**src/rtl/pmec_defs.vh**
```
// constants for the pci master error and clock-run block
`ifndef PMEC_DEFS_VH
`define PMEC_DEFS_VH
`define PMEC_ADDR_CMD 12'h000
`define PMEC_ADDR_STS 12'h004
`define PMEC_ADDR_CFG 12'h008
`define PMEC_ADDR_REQ 12'h00c
`define PMEC_ADDR_ST2 12'h010
`define PMEC_CMD_INV_PERMIT 4
`define PMEC_CMD_PERR_RESP 6
`define PMEC_CMD_SERR_EN 8
`define PMEC_STS_DATA_PAR 8
`define PMEC_STS_SIG_SERR 14
`define PMEC_STS_DET_PAR 15
`define PMEC_CFG_RD_ALIGN 2
`define PMEC_CFG_LINE_STOP 3
`define PMEC_CFG_INV_PERMIT 4
`define PMEC_CFG_CLKRUN_EN 5
`define PMEC_OP_MEM_WRITE 4'h7
`define PMEC_OP_MEM_WR_INV 4'hf
`define PMEC_OP_MEM_RD_MULT 4'hc
`define PMEC_OP_MEM_RD_LINE 4'he
`define PMEC_CLS_8 8'h08
`define PMEC_CLS_16 8'h10
`define PMEC_CLKRUN_HOLD 4'h8
`endif

```
**src/rtl/pmec_burst_ctl.v**
```verilog
// burst length and line-boundary stop decision for one master burst
`default_nettype none
module pmec_burst_ctl (
  input wire pclk,
  input wire presetn,
  input wire start,
  input wire xfer,
  input wire [7:0] cls,
  input wire [7:0] start_word,
  input wire [7:0] limit,
  input wire limit_en,
  input wire line_stop,
  input wire inv_cmd,
  input wire inv_ok,
  input wire read_dir,
  input wire rd_align,
  input wire fifo_near,
  output reg stop_req
);
  reg [7:0] count_reg;
  reg [7:0] word_reg;
  wire [7:0] word_next;
  wire at_line_end;
  wire limit_hit;
  assign word_next = word_reg + 8'h01;
  assign at_line_end = ((word_next & (cls - 8'h01)) == 8'h00) && (cls != 8'h00);
  assign limit_hit = limit_en && ((count_reg + 8'h01) >= limit);
  always @(posedge pclk or negedge presetn) begin
    if (!presetn) begin
      count_reg <= 8'h00;
      word_reg <= 8'h00;
    end else if (start) begin
      count_reg <= 8'h00;
      word_reg <= start_word;
    end else if (xfer) begin
      count_reg <= count_reg + 8'h01;
      word_reg <= word_next;
    end
  end
  always @* begin
    stop_req = 1'b0;
    if (read_dir) begin
      if (rd_align && fifo_near && at_line_end)
        stop_req = 1'b1;
      if (limit_hit && (!rd_align || at_line_end))
        stop_req = 1'b1;
    end else begin
      if (inv_cmd && !inv_ok && at_line_end)
        stop_req = 1'b1;
      if (!inv_cmd && line_stop && at_line_end)
        stop_req = 1'b1;
      if (limit_hit && (!inv_cmd || at_line_end))
        stop_req = 1'b1;
    end
  end
endmodule // pmec_burst_ctl
`default_nettype wire

```
**src/rtl/pmec_top.v**
```verilog
// pci master error reporting, command choice, burst limits and clock-run
// Behaviour
// - target data parity error sets status 15
// - target perr only when response bit set
// - parity error never ends a transaction
// - target accesses end with a disconnect
// - address error without both enables: status 15
// - both enables: status 14,15, one-clock serr
// - address parity checked on every transaction
// - read multiple for data, line for control
// - control writes plain, data may invalidate
// - transmit bursts bounded by target, fifo, limit
// - receive bursts bounded by target, threshold, limit
// - invalidate write needs all six preconditions
// - failed precondition falls back to plain write
// - invalidate: all enables, whole lines moved
// - lapsed precondition stops at line end
// - line-stop option ends plain write at line
// - read align stops near full fifo
// - limit hand-over only at line boundary; the code waits for it only on aligned reads and invalidates
// - master parity error: perr and status 8
// - master read parity error also sets 15
// - device asserts clock-run to keep clock
// - clock-run disabled: always claim the clock
//
// Decided for this implementation: the register offsets and register access over APB.
`default_nettype none
`include "pmec_defs.vh"
module pmec_top (
  input wire pclk,
  input wire presetn,
  input wire psel,
  input wire penable,
  input wire pwrite,
  input wire [11:0] paddr,
  input wire [31:0] pwdata,
  output reg [31:0] prdata,
  output reg pready,
  output reg pslverr,
  input wire addr_par_err,
  input wire tgt_data_par_err,
  input wire tgt_access_done,
  input wire mst_data_par_err,
  input wire burst_req,
  input wire burst_write,
  input wire burst_ctrl,
  input wire [31:0] burst_addr,
  input wire [7:0] fifo_dwords,
  input wire [7:0] buf_dwords,
  input wire fifo_near_full,
  input wire target_stop,
  input wire data_xfer,
  input wire bus_busy,
  input wire clkrun_n_in,
  output reg perr_n,
  output reg serr_n,
  output reg tgt_stop_n,
  output reg [3:0] bus_cmd,
  output reg [3:0] byte_en_n,
  output reg burst_active,
  output reg burst_end,
  output reg clkrun_n_out,
  output reg clkrun_n_oe
);
  localparam ST_IDLE = 2'd0;
  localparam ST_BURST = 2'd1;
  localparam ST_END = 2'd2;
  reg [15:0] cmd_reg;
  reg [15:0] sts_reg;
  reg [7:0] cfg_reg;
  reg [7:0] cls_reg;
  reg [7:0] tx_limit_reg;
  reg [7:0] rx_limit_reg;
  reg [1:0] state_reg;
  reg inv_cmd_reg;
  reg read_dir_reg;
  reg [3:0] hold_reg;
  reg [31:0] rdata_next;
  reg [15:0] sts_next;
  reg [15:0] sts_set;
  reg addr_hit;
  wire wr_acc;
  wire rd_acc;
  wire perr_resp;
  wire serr_en;
  wire cls_ok;
  wire inv_ok;
  wire stop_req;
  wire [7:0] line_dw;
  wire [7:0] cur_limit;
  wire [7:0] start_word;
  assign wr_acc = psel && penable && pwrite;
  assign rd_acc = psel && penable && !pwrite;
  assign perr_resp = cmd_reg[`PMEC_CMD_PERR_RESP];
  assign serr_en = cmd_reg[`PMEC_CMD_SERR_EN];
  assign cls_ok = (cls_reg == `PMEC_CLS_8) || (cls_reg == `PMEC_CLS_16);
  assign line_dw = cls_reg;
  assign start_word = burst_addr[9:2];
  assign inv_ok = cls_ok && ((burst_addr[9:2] & (line_dw - 8'h01)) == 8'h00) &&
    (fifo_dwords >= line_dw) && (buf_dwords >= line_dw) &&
    cmd_reg[`PMEC_CMD_INV_PERMIT] && cfg_reg[`PMEC_CFG_INV_PERMIT];
  assign cur_limit = burst_write ? rx_limit_reg : tx_limit_reg;
  pmec_burst_ctl u_burst (
    .pclk(pclk),
    .presetn(presetn),
    .start(state_reg == ST_IDLE && burst_req),
    .xfer(state_reg == ST_BURST && data_xfer),
    .cls(cls_reg),
    .start_word(start_word),
    .limit(cur_limit),
    .limit_en(cur_limit != 8'h00),
    .line_stop(cfg_reg[`PMEC_CFG_LINE_STOP]),
    .inv_cmd(inv_cmd_reg),
    .inv_ok(inv_ok_live(1'b0)),
    .read_dir(read_dir_reg),
    .rd_align(cfg_reg[`PMEC_CFG_RD_ALIGN]),
    .fifo_near(fifo_near_full),
    .stop_req(stop_req)
  );
  // lapse check during a burst ignores alignment, which only matters at start
  function inv_ok_live;
    input dummy;
    begin
      inv_ok_live = cls_ok && (fifo_dwords >= line_dw) && (buf_dwords >= line_dw) &&
        cmd_reg[`PMEC_CMD_INV_PERMIT] && cfg_reg[`PMEC_CFG_INV_PERMIT];
    end
  endfunction
  always @* begin
    sts_set = 16'h0000;
    if (tgt_data_par_err)
      sts_set[`PMEC_STS_DET_PAR] = 1'b1;
    if (addr_par_err) begin
      sts_set[`PMEC_STS_DET_PAR] = 1'b1;
      if (serr_en && perr_resp)
        sts_set[`PMEC_STS_SIG_SERR] = 1'b1;
    end
    if (mst_data_par_err && perr_resp)
      sts_set[`PMEC_STS_DATA_PAR] = 1'b1;
    if (mst_data_par_err && burst_active && read_dir_reg)
      sts_set[`PMEC_STS_DET_PAR] = 1'b1;
  end
  always @* begin
    sts_next = sts_reg | sts_set;
    // write one to clear at the taken edge; a same-cycle event wins, even on a set bit
    if (wr_acc && !pready && paddr == `PMEC_ADDR_STS)
      sts_next = (sts_reg & ~pwdata[15:0]) | sts_set;
  end
  always @* begin
    rdata_next = 32'h0000_0000;
    addr_hit = 1'b1;
    if (paddr == `PMEC_ADDR_CMD)
      rdata_next = {16'h0000, cmd_reg};
    else if (paddr == `PMEC_ADDR_STS)
      rdata_next = {16'h0000, sts_reg};
    else if (paddr == `PMEC_ADDR_CFG)
      rdata_next = {16'h0000, cls_reg, cfg_reg};
    else if (paddr == `PMEC_ADDR_REQ)
      rdata_next = {16'h0000, rx_limit_reg, tx_limit_reg};
    else if (paddr == `PMEC_ADDR_ST2)
      rdata_next = {24'h000000, 1'b0, inv_cmd_reg, read_dir_reg, burst_active, bus_cmd};
    else
      addr_hit = 1'b0;
  end
  always @(posedge pclk or negedge presetn) begin
    if (!presetn) begin
      cmd_reg <= 16'h0000;
      sts_reg <= 16'h0000;
      cfg_reg <= 8'h00;
      cls_reg <= 8'h00;
      tx_limit_reg <= 8'h00;
      rx_limit_reg <= 8'h00;
      prdata <= 32'h0000_0000;
      pready <= 1'b0;
      pslverr <= 1'b0;
    end else begin
      sts_reg <= sts_next;
      // one wait state: answer one cycle after the access phase opens
      pready <= psel && penable && !pready;
      pslverr <= psel && penable && !pready && !addr_hit;
      if (rd_acc && !pready)
        prdata <= rdata_next;
      if (wr_acc && !pready) begin
        if (paddr == `PMEC_ADDR_CMD)
          cmd_reg <= pwdata[15:0];
        else if (paddr == `PMEC_ADDR_CFG) begin
          cfg_reg <= pwdata[7:0];
          cls_reg <= pwdata[15:8];
        end else if (paddr == `PMEC_ADDR_REQ) begin
          tx_limit_reg <= pwdata[7:0];
          rx_limit_reg <= pwdata[15:8];
        end
      end
    end
  end
  always @(posedge pclk or negedge presetn) begin
    if (!presetn) begin
      perr_n <= 1'b1;
      serr_n <= 1'b1;
      tgt_stop_n <= 1'b1;
    end else begin
      perr_n <= !((tgt_data_par_err || mst_data_par_err) && perr_resp);
      serr_n <= !(addr_par_err && serr_en && perr_resp);
      // parity errors do not cause a stop
      tgt_stop_n <= !tgt_access_done;
    end
  end
  always @(posedge pclk or negedge presetn) begin
    if (!presetn) begin
      state_reg <= ST_IDLE;
      inv_cmd_reg <= 1'b0;
      read_dir_reg <= 1'b0;
      bus_cmd <= `PMEC_OP_MEM_WRITE;
      byte_en_n <= 4'hf;
      burst_active <= 1'b0;
      burst_end <= 1'b0;
    end else begin
      burst_end <= 1'b0;
      case (state_reg)
        ST_IDLE: begin
          if (burst_req) begin
            state_reg <= ST_BURST;
            burst_active <= 1'b1;
            read_dir_reg <= !burst_write;
            byte_en_n <= 4'h0;
            if (!burst_write) begin
              inv_cmd_reg <= 1'b0;
              bus_cmd <= burst_ctrl ? `PMEC_OP_MEM_RD_LINE : `PMEC_OP_MEM_RD_MULT;
            end else if (!burst_ctrl && inv_ok) begin
              inv_cmd_reg <= 1'b1;
              bus_cmd <= `PMEC_OP_MEM_WR_INV;
            end else begin
              inv_cmd_reg <= 1'b0;
              bus_cmd <= `PMEC_OP_MEM_WRITE;
            end
          end
        end
        ST_BURST: begin
          // invalidate stops only on line ends or a target stop
          if (target_stop || (data_xfer && stop_req) ||
              (!inv_cmd_reg && !read_dir_reg && fifo_dwords == 8'h00)) begin
            state_reg <= ST_END;
            burst_end <= 1'b1;
          end
        end
        ST_END: begin
          // command reselected at next start
          state_reg <= ST_IDLE;
          burst_active <= 1'b0;
          byte_en_n <= 4'hf;
          inv_cmd_reg <= 1'b0;
        end
        default: state_reg <= ST_IDLE;
      endcase
    end
  end
  always @(posedge pclk or negedge presetn) begin
    if (!presetn) begin
      hold_reg <= 4'h0;
      clkrun_n_out <= 1'b0;
      clkrun_n_oe <= 1'b0;
    end else begin
      clkrun_n_out <= 1'b0;
      if (bus_busy || burst_req || burst_active)
        hold_reg <= `PMEC_CLKRUN_HOLD;
      else if (hold_reg != 4'h0)
        hold_reg <= hold_reg - 4'h1;
      if (!cfg_reg[`PMEC_CFG_CLKRUN_EN])
        clkrun_n_oe <= 1'b1;
      // keep or restore clock when needed
      // host release seen as high input
      else
        clkrun_n_oe <= (hold_reg != 4'h0) || ((bus_busy || burst_req) && clkrun_n_in);
    end
  end
endmodule // pmec_top
`default_nettype wire

```
**config.mk**
```make
export PLATFORM = sky130hd
export DESIGN_NAME = pmec_top
export DESIGN_NICKNAME = d
export VERILOG_FILES = /design/src/rtl/pmec_burst_ctl.v /design/src/rtl/pmec_top.v
export VERILOG_INCLUDE_DIRS = /design/src /design/src/rtl
export SDC_FILE = /design/constraint.sdc
export NUM_CORES = 1
export LEC_CHECK = 0
export ABC_AREA = 1
export BUFFER_PORTS_ARGS = -buffer_cell sky130_fd_sc_hd__buf_2
export CAP_MARGIN = 5
export CORE_UTILIZATION = 58
export CTS_CLUSTER_SIZE = 10
export DETAILED_ROUTE_END_ITERATION = 7
export GPL_ROUTABILITY_DRIVEN = 0
export PLACE_DENSITY = 0.86
export SLEW_MARGIN = 20
export SYNTH_ARGS = -nofsm -noshare
export SYNTH_HDL_FRONTEND = slang
export SYNTH_SLANG_ARGS = --single-unit
```
**constraint.sdc**
```tcl
create_clock -name pclk -period 3.7 [get_ports pclk]
set_input_delay 0 -clock pclk [delete_from_list [all_inputs] [get_ports pclk]]
set_output_delay 0 -clock pclk [all_outputs]
set_load 0.05 [all_outputs]
```
# ---- Yosys cells after proc, flatten, opt, wreduce, memory -nomap -nowiden
# Index checks and enable logic that the tools add are counted.
dict set report word_totals {
  output_inout_bits 49
  elab_cells 173
  inputBits 109
  reg_bits 136
}
dict set report classes {
  n_addsub 4
  n_reduce_logical 79
  n_eq_ne 10
  n_mux 46
  order_cmp 3
  bitwise_logic 8
}
# op count
set op_table {}
lappend op_table {{2-to-1 mux 16 bit} 5}
lappend op_table {{logical AND 1 bit} 41}
lappend op_table {{2-to-1 mux 8 bit} 5}
lappend op_table {{OR 16 bit} 2}
lappend op_table {{equality test 12 x 4 -> 1 bit, second input constant} 2}
lappend op_table {{>= comparator 8 bit} 3}
lappend op_table {{zero test 8 bit} 3}
lappend op_table {{2-to-1 mux 1 bit} 22}
lappend op_table {{2-to-1 mux 4 bit} 5}
lappend op_table {{adder 8 x 1 -> 8 bit, second input constant} 2}
lappend op_table {{bitwise AND 16 bit} 1}
lappend op_table {{bitwise AND 8 bit} 2}
lappend op_table {{NOT 16 bit} 1}
lappend op_table {{nonzero test 8 bit} 2}
lappend op_table {{equality test 12 x 3 -> 1 bit, second input constant} 1}
lappend op_table {{equality test 12 x 5 -> 1 bit, second input constant} 1}
lappend op_table {{zero test 1 bit} 12}
lappend op_table {{zero test 12 bit} 1}
lappend op_table {{logical OR 1 bit} 9}
lappend op_table {{equality test 8 x 4 -> 1 bit, second input constant} 1}
lappend op_table {{equality test 8 x 5 -> 1 bit, second input constant} 1}
lappend op_table {{2-to-1 mux 2 bit} 4}
lappend op_table {{case mux 4 bit (2 select lines)} 1}
lappend op_table {{AND reduction 2 bit} 4}
lappend op_table {{15 further kinds} 19}

# ---- Longest topological paths before layout
dict set report logic_depth {
  depth_word 18
  mapped_depth 18
  mapped_depth_nobuf 18
}

# ---- Hierarchy
# A second synthesis with hierarchy kept.
dict set report hier_totals {
  cells_unflattened 912
  hier_area_um2 7100.6
}
# module area_each_um2 cells_each seq_area_each_um2 n_inst
set modules_own_cells {}
lappend modules_own_cells {pmec_top 5619.1 687 2509.9 1}
lappend modules_own_cells {pmec_burst_ctl 1481.4 225 400.4 1}

# ---- Worst setup path before layout
# Ideal clock, no wire load.
dict set report synth_path {
  path_kind {register to register}
  start {register u_burst.count_reg[0]}
  end {register state_reg[0]}
  arrival_time_ps 2120
  path_buffers 0
  path_stages_with_launch 18
  t_required_ps 3579
  path_slack_ps 1458
  setup_time_ps 121
  path_cell_list {dfrtp_1 -> nand3_1 -> nand3b_1 -> nor3_1 -> xor2_1 -> inv_1 -> ha_1 -> nand2_1 -> nor2_1 -> nand4_1 -> nand3_1 -> nand2_1 -> inv_1 -> nand2_1 -> nand3_1 -> nand3_2 -> nand3_1 -> nand2_1}
}
dict set report synth_via {
  elab_chain_cells 11
  elab_cells_between_ends 13
  classes_between {add/sub (1); order compare (1); eq/ne (1); mux (3); reduce/logical (7)}
}
# element line
set synth_lines {}
lappend synth_lines {{from (decl)} pmec_burst_ctl.v:20} ;# reg [7:0] count_reg;
lappend synth_lines {{from (signal assigned)} pmec_burst_ctl.v:36} ;# count_reg <= count_reg + 8'h01;
lappend synth_lines {{adder 8 x 1 -> 8 bit *} pmec_burst_ctl.v:27} ;# assign limit_hit = limit_en && ((count_reg + 8'h01) >= limit);
lappend synth_lines {{>= comparator 8 bit *} pmec_burst_ctl.v:27}
lappend synth_lines {{logical AND 1 bit *} pmec_burst_ctl.v:27}
lappend synth_lines {{logical AND 1 bit (on tied branches)} {pmec_burst_ctl.v:52, pmec_burst_ctl.v:45}}
lappend synth_lines {{2-to-1 mux 1 bit (on tied branches)} {pmec_burst_ctl.v:52, pmec_burst_ctl.v:45}}
lappend synth_lines {{2-to-1 mux 1 bit *} pmec_burst_ctl.v:42} ;# if (read_dir) begin
lappend synth_lines {{logical AND 1 bit *} pmec_top.v:239} ;# if (target_stop || (data_xfer && stop_req) ||
lappend synth_lines {{logical OR 1 bit * (2 in series)} pmec_top.v:239}
lappend synth_lines {{inequality test 2 x 1 -> 1 bit (no source line) *} n/a}
lappend synth_lines {{AND reduction 2 bit (no source line) *} n/a}
lappend synth_lines {{to (signal assigned)} pmec_top.v:241} ;# state_reg <= ST_END;
lappend synth_lines {{to (signal assigned)} pmec_top.v:247} ;# state_reg <= ST_IDLE;
lappend synth_lines {{to (signal assigned)} pmec_top.v:252} ;# default: state_reg <= ST_IDLE;
lappend synth_lines {{to (decl)} pmec_top.v:74} ;# reg [1:0] state_reg;
# Every way passes the cells marked *; elsewhere a longest branch is shown, timed or not.
# A chain may end at the register's enable or synchronous reset.

# ---- Final worst setup path
dict set report layout_path {
  start {register u_burst.count_reg[0]}
  end {register burst_end}
}
dict set report layout_via {
  elab_chain_cells 11
  elab_cells_between_ends 13
  classes_between {add/sub (1); order compare (1); mux (5); reduce/logical (6)}
}
# element line
set layout_lines {}
lappend layout_lines {{adder 8 x 1 -> 8 bit *} pmec_burst_ctl.v:27}
lappend layout_lines {{>= comparator 8 bit *} pmec_burst_ctl.v:27}
lappend layout_lines {{logical AND 1 bit *} pmec_burst_ctl.v:27}
lappend layout_lines {{logical AND 1 bit (on tied branches)} {pmec_burst_ctl.v:52, pmec_burst_ctl.v:45}}
lappend layout_lines {{2-to-1 mux 1 bit (on tied branches)} {pmec_burst_ctl.v:52, pmec_burst_ctl.v:45}}
lappend layout_lines {{2-to-1 mux 1 bit *} pmec_burst_ctl.v:42}
lappend layout_lines {{logical AND 1 bit *} pmec_top.v:239}
lappend layout_lines {{logical OR 1 bit * (2 in series)} pmec_top.v:239}
lappend layout_lines {{2-to-1 mux 1 bit *} pmec_top.v:239}
lappend layout_lines {{2-to-1 mux 1 bit *} pmec_top.v:218} ;# case (state_reg)
lappend layout_lines {{to (signal assigned)} pmec_top.v:215} ;# burst_end <= 1'b0;
lappend layout_lines {{to (signal assigned)} pmec_top.v:217} ;# burst_end <= 1'b0;
lappend layout_lines {{to (signal assigned)} pmec_top.v:242} ;# burst_end <= 1'b1;
lappend layout_lines {{to (decl)} pmec_top.v:61} ;# output reg burst_end,
# Marked as above.

==> results.cfg <==
[clock_tree]
tritoncts.num_buffers = 17
clkSinkCount = 116
cts_tree = built
clock_path_buffers = 2
clk_latency_ps = 530
htree_levels = 4
worst_setup_hold_path_clk_slew_ps = 60
clock_tree.root_cell = sky130_fd_sc_hd__clkbuf_8

[logic_synthesis]
synth_cells = 790
most_frequent_cell_after_synthesis = sky130_fd_sc_hd__nand2_1
syn_avg_cell_area_um2 = 8.164
postSynth.asyncResetShare_pct = 100.0
yosys.area.top_type_share_pct = 42.68
synth-main-ff-cell = sky130_fd_sc_hd__dfrtp_1
number_of_warnings_issued_by_yosys = 0
post_synth_main_area_contributors = sky130_fd_sc_hd__dfrtp_1 43%, sky130_fd_sc_hd__nand2_1 13%, sky130_fd_sc_hd__ha_1 5.6%
number_of_synthesized_flops_with_an_enable_pin = 0
dominant_cell_type_by_area_after_synthesis = sky130_fd_sc_hd__dfrtp_1
synth.lib_cells_used.distinct = 48
ys_seq_elements = 116
proportion_of_synthesized_chip_area_in_sequential_cells_pct = 45.12
netlist_top_cells_count = 229 x sky130_fd_sc_hd__nand2_1, 110 x sky130_fd_sc_hd__dfrtp_1, 93 x sky130_fd_sc_hd__inv_1, 53 x sky130_fd_sc_hd__o21ai_0, 30 x sky130_fd_sc_hd__a21oi_1
syn_area_um2 = 6450

[sta]
fin_ws_ps = 693.6
fin_crit_ps = 3006
maxClockFrequency_mhz = 332.6
worstMarginPinSlew_ps = 735.5
timing.final.setup_violations = 0
maxSlewViolCount = 0
total_negative_slack_ps = 0
hold-worst-slack_ps = 10.13
layout_worst_path_cycle_share_pct = 81.25
hold_viol_final = 0
clock_skew_ps = 11.90
tightest_slew_margin_relative_to_the_limit_pct = 50.92
grt_setup_unrepaired = no

[route]
detailroute.via_count = 6170
drtIter0Drc = 650
antenna_left = 0
routed_length_per_placed_instance_um = 16.04
first_pass_iters = 5
route.detailed.vias_per_inst = 5.645
routed_wl_um = 17530
drcViolationCount = 0

[worst_setup_path]
criticalPathCategory = reg2reg
start_kind = flop
timing.critical_path.slowest_cell_delay_ps = 550
endpoint_kind = flop
cp_data_required_time_ps = 4160
timing.critical_path.slowest_stage_cell = sky130_fd_sc_hd__dlygate4sd3_1
kind_of_cell_adding_the_most_delay_to_the_critical_path = simple AND/OR/NAND/NOR gates
arrival_ps = 3470
critPathMaxFanout = 5
crit_path_cells = nand3_2 -> nand3b_1 -> nor3_2 -> xor2_1 -> inv_1 -> ha_4 -> nand2_2 -> nor2_2 -> nand4_1 -> nand3_1 -> nand2_1 -> inv_1 -> nand2_1 -> nand3_1 -> nand3_2 -> a21boi_1 -> dlygate4sd3_1
crit_path_buf_inv_count = 3

[final_layout]
n_fill_cell = 775
multiInputGateArea_um2 = 2972
diodes = 0
syn_to_final_growth_pct = 24.52
nNetsFinal = 1078
drive_above_1_share_pct = 18.05
seq_area_um2 = 2910

[floorplan]
die-area_um2 = 11550
floorplan.core_area_um2 = 10840
start_util_pct = 59.50
chipHeight_um = 107.5
ios = 158
rows = 38
die_x_um = 107.5

[grt]
grt_pass1_wl_um = 28790
track_usage_pct = 32.78
first_global_vias = 5819
gr-total-overflow = 0
number_of_antenna_violations_at_the_first_check_in_global_routing = 0
grt_max_degree = 46

[power]
vdd_ir_drop_max_v = 0.0004114
leakagePower_uw = 0.004126
p_per_area_nw_per_um2 = 500.5

[placed_design]
place_ws_ps = 1149
placement.io_buffers = 99
detailed_place_hpwl_um = 11390

[flow_run]
max_cap_viol_count = 0

[run_status]
status = finished, final reports clean

[worst_hold_path]
hold_path_class = in2async
==> cell type report <==
cell class	count	area share (%)
Inverter	99	4.642
Sequential cell	116	36.24
Clock buffer	17	5.157
Multi-Input combinational cell	551	37.00
Clock inverter	15	1.792
Tap cell	140	2.181
Timing Repair Buffer	155	12.99
==> final timing paths <==
| kind | start | endpoint | slack, ps | depth (start not counted) |
|---|---|---|---|---|
| worst min-delay path | presetn | u_burst.word_reg[4] | 10 | 2 |
| max in group asynchronous | presetn | tgt_stop_n | 2730 | 3 |
| worst max register to register | u_burst.count_reg[0] | burst_end | 690 | 17 |
| worst max-delay path | u_burst.count_reg[0] | burst_end | 690 | 17 |
| worst min register to register | pready | pready | 440 | 1 |
| min in group pclk | fifo_dwords[2] | state_reg[0] | 40 | 5 |
==> power breakdown <==
group          switching [µW]  total, µW  internal (µW)
registers                 119       1510           1390
clock network             661       1570            906
logic                     643        945            302
==> metrics by stage <==
stage,power [µW],utilization (%),instances,instance area (µm²)
2_1_floorplan,2160,-,806,6510
3_3_place_gp,2366,63.76,1008,6912
3_5_place_dp,2392,63.76,1008,6912
4_1_cts,4003,73.62,1091,7980
5_1_grt,4203,74.09,1093,8031
6_report,4020,74.09,1093,8031
==> metal layers <==
| metal | wire length, µm | up-vias | track usage, % |
|---|---|---|---|
| met5 | 0 | - | 0 |
| met3 | 1420 | 43 | 6.114 |
| met1 | 7248 | 2909 | 43.38 |
| met4 | 554 | 0 | 13.89 |
| met2 | 8304 | 328 | 52.95 |
| li1 | - | 2890 | - |
==> what timing repair did <==
item | in CTS | in global routing
endpoints found under the setup margin | 0 | 1
resized for setup | 0 | 7
hold buffers | 51 | 0
endpoints found under the hold margin | 155 | 0
setup buffers | 0 | 3
==> kinds of logic after synthesis <==
| family | Yosys count | share of synthesized area (%) |
|---|---|---|
| adder cells (fa/ha/maj) | 29 | 5.626 |
| flip-flops | 116 | 45.12 |
| AO/OA/AOI/OAI | 166 | 15.25 |
| buffers and inverters | 139 | 10.34 |
| AND/OR/NAND/NOR | 330 | 22.46 |
| other | 2 | 0.1164 |
| XOR/XNOR | 8 | 1.086 |
==> worst register-to-register path: stages, from the launching register on <==
cell                            delay (ps)
sky130_fd_sc_hd__dfrtp_1               430
sky130_fd_sc_hd__nand3_2               110
sky130_fd_sc_hd__nand3b_1              210
sky130_fd_sc_hd__nor3_2                210
sky130_fd_sc_hd__xor2_1                250
sky130_fd_sc_hd__inv_1                 120
sky130_fd_sc_hd__ha_4                  290
sky130_fd_sc_hd__nand2_2                50
sky130_fd_sc_hd__nor2_2                 90
sky130_fd_sc_hd__nand4_1                80
sky130_fd_sc_hd__nand3_1                90
sky130_fd_sc_hd__nand2_1                80
sky130_fd_sc_hd__inv_1                  60
sky130_fd_sc_hd__nand2_1                50
sky130_fd_sc_hd__nand3_1                90
sky130_fd_sc_hd__nand3_2                80
sky130_fd_sc_hd__a21boi_1              120
sky130_fd_sc_hd__dlygate4sd3_1         550
==> cell usage in the layout (no fill, tap or decap), types with 6 or more instances in the layout <==
| cell type | instances |
|---|---|
| sky130_fd_sc_hd__o221ai_1 | 7 |
| sky130_fd_sc_hd__inv_6 | 6 |
| sky130_fd_sc_hd__nand3_1 | 24 |
| sky130_fd_sc_hd__o21a_1 | 11 |
| sky130_fd_sc_hd__dlygate4sd3_1 | 50 |
| sky130_fd_sc_hd__inv_1 | 93 |
| sky130_fd_sc_hd__o21ai_1 | 26 |
| sky130_fd_sc_hd__a21oi_1 | 29 |
| sky130_fd_sc_hd__nor2_1 | 27 |
| sky130_fd_sc_hd__dfstp_2 | 6 |
| sky130_fd_sc_hd__dfrtp_1 | 110 |
| sky130_fd_sc_hd__o211ai_1 | 17 |
| sky130_fd_sc_hd__nand4_1 | 13 |
| sky130_fd_sc_hd__ha_1 | 28 |
| sky130_fd_sc_hd__conb_1 | 18 |
| sky130_fd_sc_hd__o22ai_1 | 6 |
| sky130_fd_sc_hd__nand2_1 | 228 |
| sky130_fd_sc_hd__o21ai_0 | 53 |
| sky130_fd_sc_hd__nor2_2 | 7 |
| sky130_fd_sc_hd__buf_2 | 98 |
| sky130_fd_sc_hd__buf_4 | 7 |
| sky130_fd_sc_hd__clkbuf_16 | 16 |
| sky130_fd_sc_hd__o2111ai_1 | 6 |
Power figures use the tool's default switching activity.
